`src/logic/wake_filter_consts.svh`:
```
// Functional notes
// - a filtered change on the chosen pin raises a wake request while asleep
// - any enabled per-pin edge interrupt also raises the wake request
// - rising and falling triggers are enabled each on its own
// - the noise filter sits after edge detection, before the wake output
// - pulses shorter than the filter time give no wake and no flag
// - one pin of sixteen is watched at a time
// - config bit 7 written one enables filtered rising edge wake
// - config bit 6 written one enables filtered falling edge wake
// - falling flag sets on a falling wake, clears when falling enable is zero
// - filter field bits 5:4 selects 1, 2, 4 or 8 ms
// - select field bits 3:0 picks port 0 bits then port 1 bits
// - register resets to zero, reads flags in place of the enables
`ifndef WAKE_FILTER_CONSTS_SVH
`define WAKE_FILTER_CONSTS_SVH

`define WK_CFG_INDEX    16'ha02e
`define WK_STAT_INDEX   16'ha02f
`define WK_MASK_INDEX   16'ha030
`define WK_CFG_RESET    8'h00
`define WK_STAT_RESET   2'h0
`define WK_MASK_RESET   2'h0
`define WK_RISE_EN_BIT  7
`define WK_FALL_EN_BIT  6
`define WK_FILT_LSB     4
`define WK_SRC_LSB      0
`define WK_ST_RISE_BIT  0
`define WK_ST_FALL_BIT  1
`define WK_CLK_HZ       100000000
`define WK_BASE_MS      1
`define WK_MS_CYCLES    ((`WK_CLK_HZ / 1000) * `WK_BASE_MS)
`define WK_RESP_OKAY    2'h0
`define WK_RESP_SLVERR  2'h2

`endif

```
`src/logic/wake_filter_pkg.sv`:
```
package wake_filter_pkg;

    typedef struct packed {
        logic       rise_wake_enable;
        logic       fall_wake_enable;
        logic [1:0] filter_time_select;
        logic [3:0] wake_pin_select;
    } cfg_type;

    typedef enum logic {
        FILT_IDLE  = 1'b0,
        FILT_COUNT = 1'b1
    } filt_state_type;

endpackage

```
`src/logic/gpio_filtered_wakeup.sv`:
```
`timescale 1ns/10ps
`default_nettype none
`include "wake_filter_consts.svh"

module gpio_filtered_wakeup #(
    parameter int ADDR_W    = 20,
    parameter int CNT_W     = 24,
    parameter int MS_CYCLES = `WK_MS_CYCLES
) (
    input  wire logic              aclk,
    input  wire logic              aresetn,
    input  wire logic [ADDR_W-1:0] s_axi_awaddr,
    input  wire logic              s_axi_awvalid,
    output var  logic              s_axi_awready,
    input  wire logic [31:0]       s_axi_wdata,
    input  wire logic [3:0]        s_axi_wstrb,
    input  wire logic              s_axi_wvalid,
    output var  logic              s_axi_wready,
    output var  logic [1:0]        s_axi_bresp,
    output var  logic              s_axi_bvalid,
    input  wire logic              s_axi_bready,
    input  wire logic [ADDR_W-1:0] s_axi_araddr,
    input  wire logic              s_axi_arvalid,
    output var  logic              s_axi_arready,
    output var  logic [31:0]       s_axi_rdata,
    output var  logic [1:0]        s_axi_rresp,
    output var  logic              s_axi_rvalid,
    input  wire logic              s_axi_rready,
    input  wire logic [7:0]        port0_in,
    input  wire logic [7:0]        port1_in,
    input  wire logic [15:0]       edge_irq_req,
    output var  logic              wake_req,
    output var  logic              irq
);

    // register map, byte address is four times the index
    wire [ADDR_W-1:0] cfg_addr  = ADDR_W'({`WK_CFG_INDEX, 2'b00});
    wire [ADDR_W-1:0] stat_addr = ADDR_W'({`WK_STAT_INDEX, 2'b00});
    wire [ADDR_W-1:0] mask_addr = ADDR_W'({`WK_MASK_INDEX, 2'b00});

    // ---------------- write channel ----------------
    logic              aw_full_q, aw_full_d;
    logic              w_full_q, w_full_d;
    logic [ADDR_W-1:0] waddr_q;
    logic [7:0]        wbyte_q;
    logic              wlane_q;
    logic              bvalid_d;
    logic              awready_d, wready_d;

    wire aw_take  = s_axi_awvalid & s_axi_awready;
    wire w_take   = s_axi_wvalid & s_axi_wready;
    wire do_write = aw_full_q & w_full_q & ~s_axi_bvalid;
    wire b_done   = s_axi_bvalid & s_axi_bready;
    wire wr_cfg   = do_write & wlane_q & (waddr_q == cfg_addr);
    wire wr_stat  = do_write & wlane_q & (waddr_q == stat_addr);
    wire wr_mask  = do_write & wlane_q & (waddr_q == mask_addr);
    wire wr_hit   = (waddr_q == cfg_addr) | (waddr_q == stat_addr) | (waddr_q == mask_addr);

    assign aw_full_d = do_write ? 1'b0 : (aw_full_q | aw_take);
    assign w_full_d  = do_write ? 1'b0 : (w_full_q | w_take);
    assign bvalid_d  = do_write | (s_axi_bvalid & ~s_axi_bready);
    assign awready_d = ~aw_full_d & ~bvalid_d;
    assign wready_d  = ~w_full_d & ~bvalid_d;

    always_ff @(posedge aclk) begin
        if (!aresetn) begin
            aw_full_q     <= 1'b0;
            w_full_q      <= 1'b0;
            s_axi_awready <= 1'b0;
            s_axi_wready  <= 1'b0;
            s_axi_bvalid  <= 1'b0;
            s_axi_bresp   <= `WK_RESP_OKAY;
        end else begin
            aw_full_q     <= aw_full_d;
            w_full_q      <= w_full_d;
            s_axi_awready <= awready_d;
            s_axi_wready  <= wready_d;
            s_axi_bvalid  <= bvalid_d;
            if (do_write) begin
                s_axi_bresp <= wr_hit ? `WK_RESP_OKAY : `WK_RESP_SLVERR;
            end
        end
    end

    always_ff @(posedge aclk) begin
        if (!aresetn) begin
            waddr_q <= '0;
            wbyte_q <= 8'h00;
            wlane_q <= 1'b0;
        end else begin
            if (aw_take) begin
                waddr_q <= s_axi_awaddr;
            end
            if (w_take) begin
                wbyte_q <= s_axi_wdata[7:0];
                wlane_q <= s_axi_wstrb[0];
            end
        end
    end

    // ---------------- configuration ----------------
    wake_filter_pkg::cfg_type cfg_q, cfg_d;
    wire wake_filter_pkg::cfg_type cfg_wr = wake_filter_pkg::cfg_type'(wbyte_q);

    assign cfg_d = wr_cfg ? cfg_wr : cfg_q;

    always_ff @(posedge aclk) begin
        if (!aresetn) begin
            cfg_q <= wake_filter_pkg::cfg_type'(`WK_CFG_RESET);
        end else begin
            cfg_q <= cfg_d;
        end
    end

    // ---------------- pin selection and filter ----------------
    // one of sixteen pins
    wire [15:0] pins_all = {port1_in, port0_in};
    wire        sel_in   = pins_all[cfg_q.wake_pin_select];
    wire        sel_move = wr_cfg & (cfg_wr.wake_pin_select != cfg_q.wake_pin_select);

    // filter length doubles per code step
    wire [CNT_W-1:0] filt_limit = CNT_W'(MS_CYCLES) << cfg_q.filter_time_select;

    wake_filter_pkg::filt_state_type filt_state_q, filt_state_d;
    logic [CNT_W-1:0] filt_cnt_q, filt_cnt_d;
    logic             level_q, level_d;

    wire differs     = sel_in != level_q;
    wire filt_accept = (filt_state_q == wake_filter_pkg::FILT_COUNT) & differs
                       & (filt_cnt_q >= filt_limit - CNT_W'(1));
    // edges leave the filter only after the full time
    wire acc_rise    = filt_accept & sel_in;
    wire acc_fall    = filt_accept & ~sel_in;

    // restart on any change before time elapses
    always_comb begin
        filt_state_d = filt_state_q;
        filt_cnt_d   = filt_cnt_q;
        level_d      = level_q;
        unique case (filt_state_q)
            wake_filter_pkg::FILT_IDLE: begin
                filt_cnt_d = '0;
                if (differs) begin
                    filt_state_d = wake_filter_pkg::FILT_COUNT;
                end
            end
            wake_filter_pkg::FILT_COUNT: begin
                if (!differs) begin
                    filt_state_d = wake_filter_pkg::FILT_IDLE;
                    filt_cnt_d   = '0;
                end else if (filt_accept) begin
                    filt_state_d = wake_filter_pkg::FILT_IDLE;
                    filt_cnt_d   = '0;
                    level_d      = sel_in;
                end else begin
                    filt_cnt_d = filt_cnt_q + CNT_W'(1);
                end
            end
        endcase
        if (sel_move) begin
            filt_state_d = wake_filter_pkg::FILT_IDLE;
            filt_cnt_d   = '0;
            level_d      = pins_all[cfg_wr.wake_pin_select];
        end
    end

    always_ff @(posedge aclk) begin
        if (!aresetn) begin
            filt_state_q <= wake_filter_pkg::FILT_IDLE;
            filt_cnt_q   <= '0;
            level_q      <= 1'b0;
        end else begin
            filt_state_q <= filt_state_d;
            filt_cnt_q   <= filt_cnt_d;
            level_q      <= level_d;
        end
    end

    // ---------------- wake flags ----------------
    logic rise_flag_q, fall_flag_q;

    // each edge gated by its own enable
    wire rise_set = acc_rise & cfg_q.rise_wake_enable;
    wire fall_set = acc_fall & cfg_q.fall_wake_enable;

    wire rise_flag_d = rise_set | (rise_flag_q & cfg_d.rise_wake_enable);
    wire fall_flag_d = fall_set | (fall_flag_q & cfg_d.fall_wake_enable);

    always_ff @(posedge aclk) begin
        if (!aresetn) begin
            rise_flag_q <= 1'b0;
            fall_flag_q <= 1'b0;
        end else begin
            rise_flag_q <= rise_flag_d;
            fall_flag_q <= fall_flag_d;
        end
    end

    // ---------------- interrupt status and mask ----------------
    logic [1:0] stat_q, mask_q;
    wire  [1:0] stat_set = {fall_set, rise_set};
    wire  [1:0] stat_clr = wr_stat ? wbyte_q[1:0] : 2'h0;
    wire  [1:0] stat_d   = (stat_q & ~stat_clr) | stat_set;

    always_ff @(posedge aclk) begin
        if (!aresetn) begin
            stat_q <= `WK_STAT_RESET;
            mask_q <= `WK_MASK_RESET;
            irq    <= 1'b0;
        end else begin
            stat_q <= stat_d;
            irq    <= |(stat_d & (wr_mask ? wbyte_q[1:0] : mask_q));
            if (wr_mask) begin
                mask_q <= wbyte_q[1:0];
            end
        end
    end

    // wake on filtered flag or any enabled edge interrupt
    wire wake_d = rise_flag_d | fall_flag_d | (|edge_irq_req);

    always_ff @(posedge aclk) begin
        if (!aresetn) begin
            wake_req <= 1'b0;
        end else begin
            wake_req <= wake_d;
        end
    end

    // ---------------- read channel ----------------
    wire ar_take = s_axi_arvalid & s_axi_arready;
    wire rvalid_d = ar_take | (s_axi_rvalid & ~s_axi_rready);
    wire rd_cfg  = s_axi_araddr == cfg_addr;
    wire rd_stat = s_axi_araddr == stat_addr;
    wire rd_mask = s_axi_araddr == mask_addr;
    // flags read in place of the enables
    wire [7:0] cfg_rd = {rise_flag_q, fall_flag_q, cfg_q.filter_time_select, cfg_q.wake_pin_select};
    wire [31:0] rd_word = rd_cfg  ? {24'h000000, cfg_rd} :
                          rd_stat ? {30'h00000000, stat_q} :
                          rd_mask ? {30'h00000000, mask_q} : 32'h00000000;
    wire rd_hit = rd_cfg | rd_stat | rd_mask;

    always_ff @(posedge aclk) begin
        if (!aresetn) begin
            s_axi_arready <= 1'b0;
            s_axi_rvalid  <= 1'b0;
            s_axi_rdata   <= 32'h00000000;
            s_axi_rresp   <= `WK_RESP_OKAY;
        end else begin
            s_axi_arready <= ~rvalid_d;
            s_axi_rvalid  <= rvalid_d;
            if (ar_take) begin
                s_axi_rdata <= rd_word;
                s_axi_rresp <= rd_hit ? `WK_RESP_OKAY : `WK_RESP_SLVERR;
            end
        end
    end

    // own count of cycles a change has persisted
    logic [CNT_W-1:0] run_q;

    always_ff @(posedge aclk) begin
        if (!aresetn || !differs || sel_move || filt_accept) begin
            run_q <= '0;
        end else begin
            run_q <= run_q + CNT_W'(1);
        end
    end
endmodule
`default_nettype wire

```
`config.mk`:
```
export PLATFORM = sky130hd
export DESIGN_NAME = gpio_filtered_wakeup
export DESIGN_NICKNAME = d
export VERILOG_FILES = /design/src/logic/wake_filter_pkg.sv /design/src/logic/gpio_filtered_wakeup.sv
export VERILOG_INCLUDE_DIRS = /design/src /design/src/logic
export SDC_FILE = /design/constraint.sdc
export NUM_CORES = 1
export LEC_CHECK = 0
export BUFFER_PORTS_ARGS = -buffer_cell sky130_fd_sc_hd__buf_4
export CAP_MARGIN = 20
export CORE_MARGIN = 2
export CORE_UTILIZATION = 25
export CTS_BUF_LIST = sky130_fd_sc_hd__clkbuf_16
export DETAILED_ROUTE_END_ITERATION = 7
export PLACE_DENSITY = 0.52
export SETUP_SLACK_MARGIN = 0.5
export SLEW_MARGIN = 10
export SYNTH_ARGS = -nofsm -noshare
export SYNTH_HDL_FRONTEND = slang
export SYNTH_SLANG_ARGS = --single-unit
```
`constraint.sdc`:
```
create_clock -name aclk -period 4.2 [get_ports aclk]
set_input_delay 0.42 -clock aclk [delete_from_list [all_inputs] [get_ports aclk]]
set_output_delay 0.42 -clock aclk [all_outputs]
set_load 0.02 [all_outputs]
```
Yosys cells after proc, flatten, opt, wreduce, memory -nomap -nowiden
Cells that the tools add are included.

Output and inout bits: 43. Bits of input ports: 115. Register bits: 114.

$lt $le $gt $ge: 3. $add $sub $neg: 2. Eq/ne operators: 8. Bitwise gates (word level): 48. Multiplexer cells: 25. Reductions and logical operators: 7. Shift operators: 1.

Operators by type and width (count): $eq 20x18->1 const B (6); $mux 24 (2); $pmux 24 s2 (1); $add 24x1->24 const B (1); $ge 24x24->1 (1); $shl 17x2->24 const A (1); $sub 24x1->24 const B (1); $and 1x1->1 (22); $mux 8 (2); $reduce_or 16->1 (1); $mux 2 (6); $or 1x1->1 (12); $mux 1 (11); $lt 4x5->1 const B (2); $not 1->1 (10); $bmux 1 s4 (2); $reduce_bool 2->1 (3); $and 2x2->2 (2); $ne 4x4->1 (1); $reduce_or 2->1 (2); $reduce_and 3->1 (1); $not 2->2 (1); $or 2x2->2 (1); $pmux 1 s2 (1); $ne 1x1->1 (1).

Longest topological paths before layout
Depth after elaboration: 10. Depth in mapped cells: 14.

Worst setup path after synthesis
OpenSTA, ideal clock, no wires.

Kind: register -> register. Start: register cfg_q[5] in the netlist's numbering. End: register wake_req. Required time: 4.073 ns. Stages on the path, launching flop included: 14. Arrival: 2.655 ns. Clock period less this slack: 2.782 ns. Setup slack: 1.418 ns. Library setup time: 0.127 ns. Path through: dfxtp_1 inv_1 ha_1 inv_1 ha_1 ha_1 a211oi_1 o21ai_0 o2111ai_1 a31oi_1 nand2b_1 clkbuf_1 a32o_1 or3_1.

Word-level cells in the longest chain between the ends: 9. Elaborated cells on any way between the ends: 12. Classes of those cells: add/sub: 1; order compare: 1; shift: 1; bitwise: 9.

RTL lines: start: declaration (line gpio_filtered_wakeup.sv:102) `wake_filter_pkg::cfg_type cfg_q, cfg_d;`; start signal: assignment (line gpio_filtered_wakeup.sv:109) `` cfg_q <= wake_filter_pkg::cfg_type'(`WK_CFG_RESET); ``; start signal: assignment (line gpio_filtered_wakeup.sv:111) `cfg_q <= cfg_d;`; $shl 17x2->24 * (line gpio_filtered_wakeup.sv:122) `wire [CNT_W-1:0] filt_limit = CNT_W'(MS_CYCLES) << cfg_q.filter_time_select;`; $sub 24x1->24 * (line gpio_filtered_wakeup.sv:130) `& (filt_cnt_q >= filt_limit - CNT_W'(1));`; $ge 24x24->1 * (line gpio_filtered_wakeup.sv:130); $and 1x1->1 * (line gpio_filtered_wakeup.sv:130); $and 1x1->1 (on tied branches) (line gpio_filtered_wakeup.sv:132, gpio_filtered_wakeup.sv:133); $and 1x1->1 (on tied branches) (line gpio_filtered_wakeup.sv:183, gpio_filtered_wakeup.sv:184); $or 1x1->1 (on tied branches) (line gpio_filtered_wakeup.sv:186, gpio_filtered_wakeup.sv:187); $or 1x1->1 * (2 in a row) (line gpio_filtered_wakeup.sv:220) `wire wake_d = rise_flag_d | fall_flag_d | (|edge_irq_req);`; end signal: assignment (line gpio_filtered_wakeup.sv:226) `wake_req <= wake_d;`; end: declaration (line gpio_filtered_wakeup.sv:32) `output var logic wake_req,`.

Mark *: on every way between the ends. The rest lies on a longest branch, timed or not. A chain may end at the register's enable or synchronous reset.

Worst setup path in the final report
Ends and elaborated chain as after synthesis.

==> out/results.tsv <==
stage	metric	value	unit
run_status	status	finished clean	
worst_setup_path	rrSetupSlack	1130	ps
clock_tree	hold_buffers	0	
timing	finalMaxSlewViolations	0	
die	rows	49	
die	dieArea	19300	sq um
yosys	synth_cell_types	49	
timing	rsz0062_at_grt	false	
worst_setup_path	required	4420	ps
clock_tree	clk_path_buf_depth	2	
yosys	synth_ff_type	dfxtp_1	
yosys	netlist.area_leader.share	0.387	
min_path	holdPathStages	3	
final_layout	multi_input_area	2550	sq um
yosys	synth_top_cells_by_count	nand2_1, dfxtp_1, a21oi_1	
drt	vias	3708	
clock_tree	cts_inserted_buffers	9	
timing	fin_setup_tns	0	ps
clock_tree	root_buffer	clkbuf_16	
power_and_ir_drop	p_clk_frac	0.447	
drt	wl_per_cell	12.6	microns
yosys	syn-mean-instance-area	8.66	sq um
final_layout	nFillCells	1947	
yosys	synth_edf_count	0	
yosys	synth_most_common_cell	nand2_1	
global_routing	first_global_vias	3610	
worst_setup_path	critPathKind	flip-flop to flip-flop	
final_layout	nets	766	
worst_setup_path	worst_setup_path_start_kind	flip-flop	
die	fp.dieH	139	microns
yosys	ys_seq_area_frac	0.387	
final_layout	regArea	1760	sq um
final_layout	area_growth	26.7	%
die	core	17900	sq um
power_and_ir_drop	p_per_area	334	nW/um^2
timing	relSlewSlack	0.412	
clock_tree	post-cts-setup-buffers	0	
placement	gp_congestion	0.704	
die	start_util	0.254	
placement	place_ws	1110	ps
clock_tree	clock-sinks	88	
placement	port_buffers	104	
clock_tree	cts.repair.resized	0	
drt	via_per_inst	4.32	
drt	antenna_left	0	
timing	setup_ws	1130	ps
worst_setup_path	end_kind	flip-flop	
timing	tightest_slew	874	ps
timing	finalCriticalPeriod	3070	ps
global_routing	overflow	0	
power_and_ir_drop	swShare	0.236	
final_layout	diodes	0	
drt	totalWireLength	10.8	mm
timing	setup_viol	0	
die	die_w	139	microns
worst_setup_path	cp.arrival	3290	ps
power_and_ir_drop	power.internal	1.47	mW
power_and_ir_drop	ir_drop	0.000201	V
power_and_ir_drop	p_comb_frac	0.099	
yosys	synthTopCellsByArea	dfxtp_1, nand2_1, ha_1	
global_routing	antenna_found_initial	0	
min_path	min_to	waddr_q[10]	
power_and_ir_drop	switchingPower	0.454	mW
yosys	yosys_warnings	0	
placement	dp_hpwl	8.28	mm
min_path	min_from	s_axi_awaddr[10]	
drt	drt_iter0_markers	122	
drt	firstDrtPassIters	4	
yosys	synth_area_leader_cell	dfxtp_1	
clock_tree	ctsHtreeMaxLevel	3	
power_and_ir_drop	p_total	1.93	mW
min_path	min_path_type	input port to flip-flop	
clock_tree	path_clk_slew	70	ps
yosys	ys_ff_latch	88	
die	io_pins	158	
final_layout	fin_util	0.322	
global_routing	track_usage	0.111	
yosys	synthCells	526	
clock_tree	cts_tree	done	
worst_setup_path	r2r_cells	12	
power_and_ir_drop	p_leak	2.25	nW
timing	max_freq	326	MHz
worst_setup_path	r2r-end	wake_req	
worst_setup_path	r2r_start	cfg_q[5]	
global_routing	grt_pass1_wl	17.7	mm
drt	drc	0	
timing	fin_skew	8.80	ps
run	drv_cap	0	
timing	hold_viol	0	
final_layout	layout-drive-gt1-share	0.235	
yosys	async_flop_share	0	
yosys	netlist_area	4560	sq um
timing	fin_crit_sh	0.731	
power_and_ir_drop	seq_power_share	0.454	
clock_tree	clk_latency	340	ps
worst_setup_path	crit_path_max_fanout	8	
global_routing	grt_max_degree	44	
flip-flops by register name, summed over array words and instances, names as in the netlist, 2 cells and up:
signal,cells
s_axi_rdata,8
stat_q,2
cfg_q,8
filt_cnt_q,24
waddr_q,20
mask_q,2
cfg_wr,8
cell type report:
class                           count  share of cell area
Multi-Input combinational cell    407               0.441
Sequential cell                    88               0.305
Timing Repair Buffer              108               0.141
Tap cell                          229              0.0497
Clock buffer                        9              0.0390
Clock inverter                      7              0.0165
Inverter                           11             0.00716
power by group through the flow:
stage	registers, mW	logic (mW)	clock network, mW
after global routing	0.877	0.211	0.915
after floorplan	0.893	0.115	0
after detailed placement	0.893	0.193	0
after global placement	0.893	0.192	0
after CTS	0.874	0.193	0.888
final	0.874	0.191	0.861
how the worst max path moves through the flow:
stage | slack (ps) | endpoint | cells past startpoint | start
finish | 1130 | wake_req | 12 | cfg_q[5]
global route | 780 | wake_req | 12 | cfg_q[5]
CTS | 1100 | wake_req | 12 | cfg_q[5]
detailed placement | 1110 | wake_req | 12 | cfg_q[5]
global placement | 1090 | wake_req | 12 | cfg_q[5]
floorplan | 1420 | wake_req | 13 | cfg_q[5]
layout by cell type (no fill, tap or decap), drive strengths merged, types with 2 or more instances in the layout:
cell type  Yosys  layout
nand4          9       9
and4b          2       2
nor3           3       3
conb           2      31
and4           3       3
and2           3       3
buf           33     108
nand2         98      98
a21bo          2       2
xnor2         11      11
mux4           9       9
a21oi         49      49
o21ai          8       8
nor2b          2       2
a211oi         4       4
nor4           9       9
or2            2       2
nor2          54      54
bufinv         0       2
a221oi         2       2
dfxtp         88      88
a31oi          2       2
mux2i         13      13
clkbuf        16       9
xor2          16      16
nor3b          2       2
nand3         20      20
clkinv         1       4
a32o           2       2
ha            26      26
and3           5       5
nor4b          6       6
or3            2       2
inv           10      11
nand2b         4       4
through the flow:
step	hold WS, ps	area [sq um]	std cells
detailed placement	441	5440	842
finish	325	5770	859
global route	320	5770	859
floorplan	423	4660	555
global placement	437	5440	842
CTS	310	5760	858
routing by layer:
metal | vias to the layer above | wire [microns] | global-route usage
met4 | 0 | 113 | 0.0287
met5 | - | 0 | 0
li1 | 1957 | - | -
met2 | 66 | 4940 | 0.179
met3 | 9 | 441 | 0.0266
met1 | 1676 | 5320 | 0.150
logic make-up (layout without fill, tap and decap cells):
logic type               Yosys count  after routing  share of synthesized area
other                              2             31                    0.00165
AO/OA/AOI/OAI                     74             74                     0.0939
adder cells (fa/ha/maj)           26             26                     0.0714
XOR/XNOR                          27             27                     0.0519
AND/OR/NAND/NOR                  227            227                      0.238
flip-flops                        88             88                      0.387
buffers and inverters             60            135                     0.0796
multiplexers                      22             22                     0.0772
critical path, stage by stage, from the launching register on:
cell,delay [ps]
dfxtp_1,470
inv_1,150
ha_1,250
inv_1,70
ha_1,220
ha_1,290
a211oi_1,180
o21ai_0,110
o2111ai_1,110
a31oi_1,150
nand2b_1,290
a32o_1,310
or3_1,360
(Power assumes the default switching activity.)
